--- src/logic/rras_defs.svh ---
// Purpose: Offsets, field positions and reset values of the range and
//          alarm register block.
// Assumes: 32-bit AXI4-Lite data, byte addressing.
// Notes:   Definitions only.
`ifndef RRAS_DEFS_SVH
`define RRAS_DEFS_SVH

// ===========================================================
// Register byte addresses
`define RRAS_OFF_RANGE   8'h14
`define RRAS_OFF_ALARM   8'h20
`define RRAS_OFF_OUTCTL  8'h10
`define RRAS_OFF_IRQST   8'h30
`define RRAS_OFF_IRQMSK  8'h34

// ===========================================================
// Field positions
`define RRAS_RANGE_LSB   0
`define RRAS_RANGE_MSB   3
`define RRAS_REFOFF_BIT  6
`define RRAS_A_SUP_LO    15
`define RRAS_A_SUP_HI    14
`define RRAS_A_IN_LO     11
`define RRAS_A_IN_HI     10
`define RRAS_T_SUP_LO    7
`define RRAS_T_SUP_HI    6
`define RRAS_T_IN_LO     5
`define RRAS_T_IN_HI     4
`define RRAS_ANY_BIT     0
`define RRAS_FADD_RANGE  8
`define RRAS_FADD_IN_LSB 10
`define RRAS_FADD_IN_MSB 11

// ===========================================================
// Reset values and codes
`define RRAS_RANGE_RST   4'h0
`define RRAS_REFOFF_RST  1'b0
`define RRAS_OUTCTL_RST  3'h0
`define RRAS_RESP_OKAY   2'h0
`define RRAS_RESP_SLVERR 2'h2
`define RRAS_LAST_BIPOL  4'h4
`define RRAS_FIRST_UNI   4'h8
`define RRAS_LAST_UNI    4'hb

`endif

--- src/logic/rras_pkg.sv ---
// Purpose: Types shared by the range and alarm register block.
// Assumes: Constants come from rras_defs.svh.
// Notes:   Types only.
`default_nettype none

package rras_pkg;

    // Four alarm conditions, one bit each
    typedef struct packed {
        logic supply_low;
        logic supply_high;
        logic input_low;
        logic input_high;
    } rras_alarm_s;

    // Frame content controls
    typedef struct packed {
        logic       frame_add_range;
        logic [1:0] frame_add_input_alarms;
    } rras_frame_s;

    // Read channel state
    typedef enum logic [0:0] {
        RRAS_RD_IDLE = 1'b0,
        RRAS_RD_RESP = 1'b1
    } rras_rd_e;

    // Write channel state, Gray along idle-resp
    typedef enum logic [1:0] {
        RRAS_WR_IDLE = 2'b00,
        RRAS_WR_RESP = 2'b01
    } rras_wr_e;

endpackage

`default_nettype wire

--- src/logic/rras_regs.sv ---
// Purpose: Range select and alarm status registers behind AXI4-Lite.
// Assumes: Live alarm levels arrive synchronous to clk_sys, sampled on
//          each conversion_done pulse.
// Notes:   One write and one read in flight at most.
// How it works
// - Four-bit range field, bits 3-0, resets zero
// - Codes 0-4 pick bipolar scalings
// - Codes 8-b pick unipolar scalings
// - Bit 6 turns on-chip reference off
// - Reserved bits read zero, read-only
// - Alarm register ignores all writes
// - Bits 15,14 live supply low/high
// - Bits 11,10 live input low/high
// - Bits 7,6 caught supply low/high
// - Bits 5,4 caught input low/high
// - Bit 0 ORs all caught flags
// - Flags one when condition, reset zero
// - Range register at bytes 14h-17h
// - Alarm register at bytes 20h-23h
// - Range-include bit adds range to frame
// - Two-bit field picks input alarms for frame when range-include bit clear
//
// The implementer's own choice: register access over AXI4-Lite.
`include "rras_defs.svh"
`timescale 1ns/1ps
`default_nettype none

module rras_regs
(
    input  wire logic                 clk_sys,
    input  wire logic                 reset_n,
    // AXI4-Lite slave
    input  wire logic [7:0]           s_axi_awaddr,
    input  wire logic                 s_axi_awvalid,
    output logic                      s_axi_awready,
    input  wire logic [31:0]          s_axi_wdata,
    input  wire logic [3:0]           s_axi_wstrb,
    input  wire logic                 s_axi_wvalid,
    output logic                      s_axi_wready,
    output logic [1:0]                s_axi_bresp,
    output logic                      s_axi_bvalid,
    input  wire logic                 s_axi_bready,
    input  wire logic [7:0]           s_axi_araddr,
    input  wire logic                 s_axi_arvalid,
    output logic                      s_axi_arready,
    output logic [31:0]               s_axi_rdata,
    output logic [1:0]                s_axi_rresp,
    output logic                      s_axi_rvalid,
    input  wire logic                 s_axi_rready,
    // Comparator side
    input  wire logic                 conversion_done,
    input  wire rras_pkg::rras_alarm_s alarm_cond,
    // Block controls
    output logic [3:0]                range_select,
    output logic                      onchip_reference_off,
    output rras_pkg::rras_frame_s     frame_ctl,
    output logic [3:0]                frame_extra,
    output logic                      irq
);

    // ===========================================================
    // Range code check
    function automatic logic range_ok(input logic [3:0] code);
        range_ok = (code <= `RRAS_LAST_BIPOL) ||
                   ((code >= `RRAS_FIRST_UNI) && (code <= `RRAS_LAST_UNI));
    endfunction

    // ===========================================================
    // State
    rras_pkg::rras_wr_e    wr_q;
    rras_pkg::rras_rd_e    rd_q;
    logic                  aw_got_q;
    logic                  w_got_q;
    logic [7:0]            awaddr_q;
    logic [31:0]           wdata_q;
    logic [3:0]            wstrb_q;
    logic [1:0]            bresp_q;
    logic [31:0]           rdata_q;
    logic [1:0]            rresp_q;
    logic [3:0]            range_q;
    logic                  refoff_q;
    rras_pkg::rras_frame_s outctl_q;
    rras_pkg::rras_alarm_s live_q;
    rras_pkg::rras_alarm_s caught_q;
    logic [3:0]            irq_st_q;
    logic [3:0]            irq_msk_q;

    // ===========================================================
    // Write channel decode
    wire        aw_fire  = s_axi_awvalid && s_axi_awready;
    wire        w_fire   = s_axi_wvalid && s_axi_wready;
    wire        aw_have  = aw_got_q || aw_fire;
    wire        w_have   = w_got_q || w_fire;
    wire [7:0]  wa       = aw_got_q ? awaddr_q : s_axi_awaddr;
    wire [31:0] wd       = w_got_q ? wdata_q : s_axi_wdata;
    wire [3:0]  ws       = w_got_q ? wstrb_q : s_axi_wstrb;
    wire        wr_go    = (wr_q == rras_pkg::RRAS_WR_IDLE) && aw_have &&
                           w_have;
    wire        wa_range = (wa == `RRAS_OFF_RANGE);
    wire        wa_alarm = (wa == `RRAS_OFF_ALARM);
    wire        wa_out   = (wa == `RRAS_OFF_OUTCTL);
    wire        wa_ist   = (wa == `RRAS_OFF_IRQST);
    wire        wa_imk   = (wa == `RRAS_OFF_IRQMSK);
    wire        wa_hit   = wa_range || wa_alarm || wa_out || wa_ist ||
                           wa_imk;
    wire [3:0]  new_rng  = wd[`RRAS_RANGE_MSB:`RRAS_RANGE_LSB];
    wire        wr_rng   = wr_go && wa_range && ws[0];
    wire        rng_load = wr_rng && range_ok(new_rng);
    wire        wr_out   = wr_go && wa_out && ws[1];
    wire        wr_ist   = wr_go && wa_ist && ws[0];
    wire        wr_imk   = wr_go && wa_imk && ws[0];

    // Channel readies, combinational
    assign s_axi_awready = (wr_q == rras_pkg::RRAS_WR_IDLE) && !aw_got_q;
    assign s_axi_wready  = (wr_q == rras_pkg::RRAS_WR_IDLE) && !w_got_q;
    assign s_axi_bvalid  = (wr_q == rras_pkg::RRAS_WR_RESP);
    assign s_axi_bresp   = bresp_q;

    // ===========================================================
    // Read channel decode
    wire        rd_go    = s_axi_arvalid && s_axi_arready;
    wire        ra_range = (s_axi_araddr == `RRAS_OFF_RANGE);
    wire        ra_alarm = (s_axi_araddr == `RRAS_OFF_ALARM);
    wire        ra_out   = (s_axi_araddr == `RRAS_OFF_OUTCTL);
    wire        ra_ist   = (s_axi_araddr == `RRAS_OFF_IRQST);
    wire        ra_imk   = (s_axi_araddr == `RRAS_OFF_IRQMSK);
    wire        ra_hit   = ra_range || ra_alarm || ra_out || ra_ist ||
                           ra_imk;
    wire        alarm_rd = rd_go && ra_alarm;

    // Read word images, reserved bits zero
    logic [31:0] img_range;
    logic [31:0] img_alarm;
    logic [31:0] img_out;
    always_comb
    begin
        img_range = 32'h0;
        img_range[`RRAS_RANGE_MSB:`RRAS_RANGE_LSB] = range_q;
        img_range[`RRAS_REFOFF_BIT] = refoff_q;
        img_alarm = 32'h0;
        img_alarm[`RRAS_A_SUP_LO] = live_q.supply_low;
        img_alarm[`RRAS_A_SUP_HI] = live_q.supply_high;
        img_alarm[`RRAS_A_IN_LO]  = live_q.input_low;
        img_alarm[`RRAS_A_IN_HI]  = live_q.input_high;
        img_alarm[`RRAS_T_SUP_LO] = caught_q.supply_low;
        img_alarm[`RRAS_T_SUP_HI] = caught_q.supply_high;
        img_alarm[`RRAS_T_IN_LO]  = caught_q.input_low;
        img_alarm[`RRAS_T_IN_HI]  = caught_q.input_high;
        img_alarm[`RRAS_ANY_BIT]  = |caught_q;
        img_out = 32'h0;
        img_out[`RRAS_FADD_RANGE] = outctl_q.frame_add_range;
        img_out[`RRAS_FADD_IN_MSB:`RRAS_FADD_IN_LSB] =
            outctl_q.frame_add_input_alarms;
    end

    wire [31:0] rd_word = ra_range ? img_range :
                          ra_alarm ? img_alarm :
                          ra_out   ? img_out   :
                          ra_ist   ? {28'h0, irq_st_q} :
                          ra_imk   ? {28'h0, irq_msk_q} : 32'h0;

    assign s_axi_arready = (rd_q == rras_pkg::RRAS_RD_IDLE);
    assign s_axi_rvalid  = (rd_q == rras_pkg::RRAS_RD_RESP);
    assign s_axi_rdata   = rdata_q;
    assign s_axi_rresp   = rresp_q;

    // ===========================================================
    // Alarm flags: live sampled per conversion, caught sticky
    wire                   conv     = conversion_done;
    rras_pkg::rras_alarm_s live_d;
    rras_pkg::rras_alarm_s caught_d;
    assign live_d   = conv ? alarm_cond : live_q;
    // Read clears, set wins; condition still present holds it
    assign caught_d = (alarm_rd ? live_d : caught_q) |
                      (conv ? alarm_cond : 4'h0);
    wire [3:0] new_evt = (conv ? alarm_cond : 4'h0) & ~caught_q;

    // ===========================================================
    // Write FSM
    always_ff @(posedge clk_sys or negedge reset_n)
    begin
        if (!reset_n)
        begin
            wr_q     <= rras_pkg::RRAS_WR_IDLE;
            aw_got_q <= 1'b0;
            w_got_q  <= 1'b0;
            awaddr_q <= 8'h0;
            wdata_q  <= 32'h0;
            wstrb_q  <= 4'h0;
            bresp_q  <= `RRAS_RESP_OKAY;
        end
        else
        begin
            case (wr_q)
                rras_pkg::RRAS_WR_IDLE:
                begin
                    if (aw_fire)
                        awaddr_q <= s_axi_awaddr;
                    if (w_fire)
                    begin
                        wdata_q <= s_axi_wdata;
                        wstrb_q <= s_axi_wstrb;
                    end
                    aw_got_q <= aw_have && !wr_go;
                    w_got_q  <= w_have && !wr_go;
                    if (wr_go)
                    begin
                        wr_q    <= rras_pkg::RRAS_WR_RESP;
                        bresp_q <= wa_hit ? `RRAS_RESP_OKAY
                                          : `RRAS_RESP_SLVERR;
                    end
                end
                rras_pkg::RRAS_WR_RESP:
                    if (s_axi_bready)
                        wr_q <= rras_pkg::RRAS_WR_IDLE;
                default:
                    wr_q <= rras_pkg::RRAS_WR_IDLE;
            endcase
        end
    end

    // ===========================================================
    // Read FSM
    always_ff @(posedge clk_sys or negedge reset_n)
    begin
        if (!reset_n)
        begin
            rd_q    <= rras_pkg::RRAS_RD_IDLE;
            rdata_q <= 32'h0;
            rresp_q <= `RRAS_RESP_OKAY;
        end
        else
        begin
            case (rd_q)
                rras_pkg::RRAS_RD_IDLE:
                    if (rd_go)
                    begin
                        rd_q    <= rras_pkg::RRAS_RD_RESP;
                        rdata_q <= rd_word;
                        rresp_q <= ra_hit ? `RRAS_RESP_OKAY
                                          : `RRAS_RESP_SLVERR;
                    end
                rras_pkg::RRAS_RD_RESP:
                    if (s_axi_rready)
                        rd_q <= rras_pkg::RRAS_RD_IDLE;
                default:
                    rd_q <= rras_pkg::RRAS_RD_IDLE;
            endcase
        end
    end

    // ===========================================================
    // Control registers; alarm register has no write path
    always_ff @(posedge clk_sys or negedge reset_n)
    begin
        if (!reset_n)
        begin
            range_q   <= `RRAS_RANGE_RST;
            refoff_q  <= `RRAS_REFOFF_RST;
            outctl_q  <= `RRAS_OUTCTL_RST;
            irq_msk_q <= 4'h0;
        end
        else
        begin
            if (rng_load)
                range_q <= new_rng;
            if (wr_rng)
                refoff_q <= wd[`RRAS_REFOFF_BIT];
            if (wr_out)
            begin
                outctl_q.frame_add_range <= wd[`RRAS_FADD_RANGE];
                outctl_q.frame_add_input_alarms <=
                    wd[`RRAS_FADD_IN_MSB:`RRAS_FADD_IN_LSB];
            end
            if (wr_imk)
                irq_msk_q <= wd[3:0];
        end
    end

    // ===========================================================
    // Alarm flags and interrupt status
    always_ff @(posedge clk_sys or negedge reset_n)
    begin
        if (!reset_n)
        begin
            live_q   <= 4'h0;
            caught_q <= 4'h0;
            irq_st_q <= 4'h0;
        end
        else
        begin
            live_q   <= live_d;
            caught_q <= caught_d;
            irq_st_q <= (irq_st_q & ~(wr_ist ? wd[3:0] : 4'h0)) | new_evt;
        end
    end

    // ===========================================================
    // Outputs
    assign range_select         = range_q;
    assign onchip_reference_off = refoff_q;
    assign frame_ctl            = outctl_q;
    assign irq                  = |(irq_st_q & irq_msk_q);

    // Frame extras: range nibble or selected live input alarms
    always_comb
    begin
        frame_extra = 4'h0;
        if (outctl_q.frame_add_range)
            frame_extra = range_q;
        else
        begin
            frame_extra[1] = outctl_q.frame_add_input_alarms[1] &&
                             live_q.input_low;
            frame_extra[0] = outctl_q.frame_add_input_alarms[0] &&
                             live_q.input_high;
        end
    end

    // ===========================================================
    // Assertions
    // Overall bit checked on the word the host really receives
    AST_ANY_OR: assert property (@(posedge clk_sys)
        disable iff (!reset_n)
        rd_go && ra_alarm |=>
        s_axi_rdata[`RRAS_ANY_BIT] == |s_axi_rdata[7:4])
        else $error("overall alarm bit not OR of caught flags");
    AST_RSV_RANGE: assert property (@(posedge clk_sys)
        disable iff (!reset_n)
        s_axi_rvalid && $past(ra_range && rd_go) |->
        (s_axi_rdata & 32'hffffffb0) == 32'h0)
        else $error("range reserved bits nonzero");
    AST_RSV_ALARM: assert property (@(posedge clk_sys)
        disable iff (!reset_n)
        rd_go && ra_alarm |=> (s_axi_rdata & 32'hffff330e) == 32'h0)
        else $error("alarm reserved bits nonzero");
    AST_RANGE_OK: assert property (@(posedge clk_sys)
        disable iff (!reset_n) range_ok(range_q))
        else $error("range holds a reserved code");
    AST_RANGE_WR: assert property (@(posedge clk_sys)
        disable iff (!reset_n)
        rng_load |=> range_select == $past(new_rng))
        else $error("range write not applied");
    AST_REF_WR: assert property (@(posedge clk_sys) disable iff (!reset_n)
        wr_rng |=> onchip_reference_off == $past(wd[`RRAS_REFOFF_BIT]))
        else $error("reference off not written");
    AST_CAUGHT: assert property (@(posedge clk_sys) disable iff (!reset_n)
        conv && alarm_cond.supply_low |=> caught_q.supply_low)
        else $error("caught flag not set by condition");
    AST_HOLD: assert property (@(posedge clk_sys) disable iff (!reset_n)
        caught_q.input_high && !alarm_rd |=> caught_q.input_high)
        else $error("caught flag lost without read");
    AST_LIVE: assert property (@(posedge clk_sys) disable iff (!reset_n)
        !conv |=> $stable(live_q))
        else $error("live flags changed without conversion");
    AST_BRESP: assert property (@(posedge clk_sys) disable iff (!reset_n)
        wr_go |=> s_axi_bvalid)
        else $error("write response missing");
    // A host write to the alarm word must leave every flag alone
    AST_ALARM_RO: assert property (@(posedge clk_sys)
        disable iff (!reset_n)
        wr_go && wa_alarm && !conv && !alarm_rd |=>
        $stable(caught_q) && $stable(live_q))
        else $error("alarm register changed by a write");

    COV_RANGE_UNI: cover property (@(posedge clk_sys)
        rng_load && new_rng == `RRAS_LAST_UNI);
    COV_BAD_CODE: cover property (@(posedge clk_sys)
        wr_rng && !range_ok(new_rng));
    COV_READ_CLR: cover property (@(posedge clk_sys)
        alarm_rd && |caught_q ##1 caught_q == 4'h0);
    COV_IRQ: cover property (@(posedge clk_sys) $rose(irq));
    COV_ALARM_WR: cover property (@(posedge clk_sys)
        wr_go && wa_alarm);

endmodule

`default_nettype wire

--- config.mk ---
export PLATFORM = sky130hd
export DESIGN_NAME = rras_regs
export DESIGN_NICKNAME = d
export VERILOG_FILES = /design/src/logic/rras_pkg.sv /design/src/logic/rras_regs.sv
export VERILOG_INCLUDE_DIRS = /design/src /design/src/logic
export SDC_FILE = /design/constraint.sdc
export NUM_CORES = 1
export LEC_CHECK = 0
export BUFFER_PORTS_ARGS = -buffer_cell sky130_fd_sc_hd__clkbuf_2
export CORE_ASPECT_RATIO = 0.5
export CORE_UTILIZATION = 53
export CTS_CLUSTER_SIZE = 16
export DETAILED_ROUTE_END_ITERATION = 8
export GPL_TIMING_DRIVEN = 0
export PLACE_DENSITY = 0.87
export SYNTH_ARGS = -nofsm -noshare
export SYNTH_HDL_FRONTEND = slang
export SYNTH_SLANG_ARGS = --single-unit
--- constraint.sdc ---
create_clock -name clk_sys -period 3.8 [get_ports clk_sys]
set_clock_uncertainty 0.15 [all_clocks]
set_input_delay 0.76 -clock clk_sys [delete_from_list [all_inputs] [get_ports clk_sys]]
set_output_delay 0.76 -clock clk_sys [all_outputs]
set_load 0.02 [all_outputs]
==> impl_metrics.toml <==
[detailed_routing]
first_iter_violations = 163
drtAntennaViolNets = 0
routedWlPerCell_um = 16.2
viasPerCell = 5.70
vias = 2621
drt_drc_violations_left = 0
first_pass_iters = 5
wirelength_um = 7460

[place]
dp.cells = 446
port-buffer-count = 69
routabilityCongestion = 0.842
dp_hpwl_um = 5520

[floorplanning]
placementRows = 19
pin_count = 118
chipHeight_um = 56.3
coreArea_um2 = 5590
die_w_um = 111
start_util_pct = 55.9
dieArea_um2 = 6230

[grt]
grt_first_pass_wirelength_um = 12400
antenna_found_initial = 0
grt_usage_pct = 26.2
grt_pass1_vias = 2653
grt_start_max_net_pins = 62
grt_overflow = 0

[pwr]
pwr-share-seq_pct = 39.2
power_frac_clock_pct = 29.7
pwr_density_cell_nw_per_um2 = 599
p_sw_share_pct = 33.4
p_int_mw = 1.55
switching_power_mw = 0.777
p_leak_nw = 1.93
power_frac_comb_pct = 31.0
peakVddDrop_mv = 0.356

[sta]
finalSetupViolations = 0
fin_crit_sh_pct = 60.6
max_freq_mhz = 434
final-hold-violation-count = 0
worstMarginPinSlew_ns = 0.830
min_period_ns = 2.30
rsz0062_at_grt = "no"
slew_viol_final = 0
setup_tns_ns = 0
relSlewSlack_pct = 44.7

[worst_setup_path]
crit_start = "aw_got_q"
r2r_slack_ns = 1.50
path_depth = 5
worstRegToRegCells = 5
cp-start-kind = "register"
worst-endpoint-required_ns = 3.86
cp_top_family = "simple AND/OR/NAND/NOR gates"
slowest_delay_ns = 0.47
path_max_fanout = 10
cp_cell_sequence = "buf_6 -> nor4_2 -> o22ai_1 -> nor4_4 -> mux2_1"
r2r_end = "frame_ctl[0]"
arrival_ns = 2.37
r2r-start = "aw_got_q"
path_class = "register to register"
critical_path_buf_inv_count = 1
crit_end = "frame_ctl[0]"
cp-end-kind = "register"
slowest_stage = "nor4_4"

[synth]
synth_edf_count = 0
synth_cells = 284
synthArstFlopShare_pct = 100
ys_seq_area_share_pct = 48.8
synth_top_cell_by_area = "dfrtp_1"
ys_ff_latch = 61
synth_top_cell_area_share_pct = 48.8
synth_area_leaders = "dfrtp_1, mux2_2, buf_4"
synth_ff_type = "dfrtp_1"
syn_area_um2 = 3130
yosysWarnings = 0
avgSynthCellArea_um2 = 11.0
synth_cell_types = 50

[clock_tree]
cts_tree = "built"
path_clk_slew_ns = 0.05
cts_buffers = 9
clock_path_buffers = 2
clk_latency_ns = 0.33
postCtsHoldBufs = 0
h-tree-depth = 3
root_buffer = "clkbuf_16"
ctsResizeCount = 0
cts_setup_buffers = 0
cts.sinks = 61

[final_layout]
nNetsFinal = 448
drive_above_1_share_pct = 35.7
layout.cells.non_filler = 460
fill_cells = 403
regArea_um2 = 1530
syn_to_final_growth_pct = 24.4
antenna_cells = 0
multi_input_area_um2 = 1450

[status]
status = "finished clean"

[min_path]
hp-class = "register to register"

[job]
timing.max_cap.violations = 0
==> worst min-delay path, delay by kind of cell (launching register included) <==
kind / cells / cell delay (ns)
flip-flops: 1 / 0.34
AND/OR/NAND/NOR: 2 / 0.10
==> power by group through the flow <==
stage / combinational (mW) / clock (mW) / sequential (mW)
6_report: 0.722 / 0.692 / 0.913
5_1_grt: 0.781 / 0.738 / 0.931
4_1_cts: 0.721 / 0.705 / 0.911
3_5_place_dp: 0.717 / 0 / 0.921
3_3_place_gp: 0.678 / 0 / 0.902
2_1_floorplan: 0.514 / 0 / 0.908
==> routing by layer <==
| metal | global-route usage (%) | wire (µm) |
|---|---|---|
| met1 | 31.0 | 3000 |
| met2 | 42.9 | 3620 |
| met3 | 9.94 | 642 |
| met4 | 12.2 | 207 |
| met5 | 0 | 0 |
==> sequential cells by signal, indices dropped and copies added, names as in the netlist, 2 cells and up <==
register      flops
wdata_q           8
awaddr_q          8
s_axi_rdata      13
frame_ctl         3
img_alarm         4
irq_st_q          4
wstrb_q           2
caught_q          4
irq_msk_q         4
range_select      4
==> worst min path at each step <==
stage / startpoint / endpoint / slack (ns) / cells past startpoint
final: s_axi_rdata[6] / s_axi_rdata[6] / 0.32 / 2
after global routing: s_axi_rdata[6] / s_axi_rdata[6] / 0.36 / 2
after CTS: s_axi_rdata[6] / s_axi_rdata[6] / 0.32 / 2
after detailed placement: s_axi_rdata[6] / s_axi_rdata[6] / 0.31 / 2
after global placement: s_axi_rdata[6] / s_axi_rdata[6] / 0.31 / 2
after floorplan: reset_n / aw_got_q / 0.31 / 0
==> metrics by stage <==
step                utilization, %  cell area [µm²]  total power, mW  setup slack, ns  hold slack [ns]
CTS                           69.6             3890             2.34             1.49            0.324
global placement              65.1             3640             1.58             1.30            0.309
floorplan                        -             3200             1.42             1.59            0.314
global route                  69.6             3890             2.45             1.26            0.361
detailed placement            65.2             3640             1.64             1.25            0.314
finish                        69.6             3890             2.33             1.50            0.318
==> cell usage after synthesis, types with 2 or more instances <==
| library cell | count |
|---|---|
| buf_2 | 2 |
| a21o_1 | 2 |
| nand3_1 | 5 |
| nand2b_1 | 6 |
| nor2_1 | 11 |
| a221oi_1 | 3 |
| buf_4 | 21 |
| and2_1 | 3 |
| o21bai_1 | 4 |
| nor4_1 | 2 |
| nand2_1 | 29 |
| o22a_1 | 3 |
| mux2_1 | 6 |
| and3_1 | 2 |
| dfrtp_1 | 61 |
| o21a_1 | 2 |
| nor2b_1 | 6 |
| o22ai_1 | 2 |
| o41ai_1 | 4 |
| nor3b_1 | 6 |
| nor4b_1 | 2 |
| a22o_1 | 8 |
| nor3_1 | 3 |
| clkbuf_1 | 6 |
| a32oi_1 | 2 |
| o211ai_1 | 6 |
| o21ai_0 | 8 |
| mux2_2 | 27 |
| a22oi_1 | 2 |
| inv_1 | 7 |
| a21oi_1 | 2 |
| mux2i_1 | 6 |
| a31oi_1 | 5 |
| o21ai_1 | 4 |
==> cell usage in the layout (no fill, tap or decap), types with 4 or more instances in the layout <==
cell and count:
clkbuf_1 8, o211ai_1 6, nand2_1 29, nand3_1 5
mux2_1 6, o21bai_1 4, nor3b_1 6, clkbuf_16 9
nor2b_1 6, buf_4 21, inv_1 7, dfrtp_1 61
a22o_1 8, nand2b_1 6, a31oi_1 5, clkbuf_2 68
o41ai_1 4, conb_1 21, o21ai_0 8, mux2_2 27
nor2_1 11, o21ai_1 4, mux2i_1 6
==> cells by family (layout without fill, tap and decap cells) <==
group,count (synthesis),count (layout),synth area share (%)
muxes,39,39,13.8
buffers and inverters,37,120,7.29
other,1,21,0.120
AOI/OAI and AO/OA,60,60,13.9
and+or+nand+nor,86,86,16.0
DFF,61,61,48.8
==> layout make-up <==
type,instances,share of cell area [%]
Sequential cell,61,39.3
Multi-Input combinational cell,206,37.2
Timing Repair Buffer,69,8.95
Clock buffer,11,5.99
Buffer,30,5.18
Tap cell,73,2.35
Inverter,7,0.676
Clock inverter,3,0.386
(Power assumes the default switching activity.)
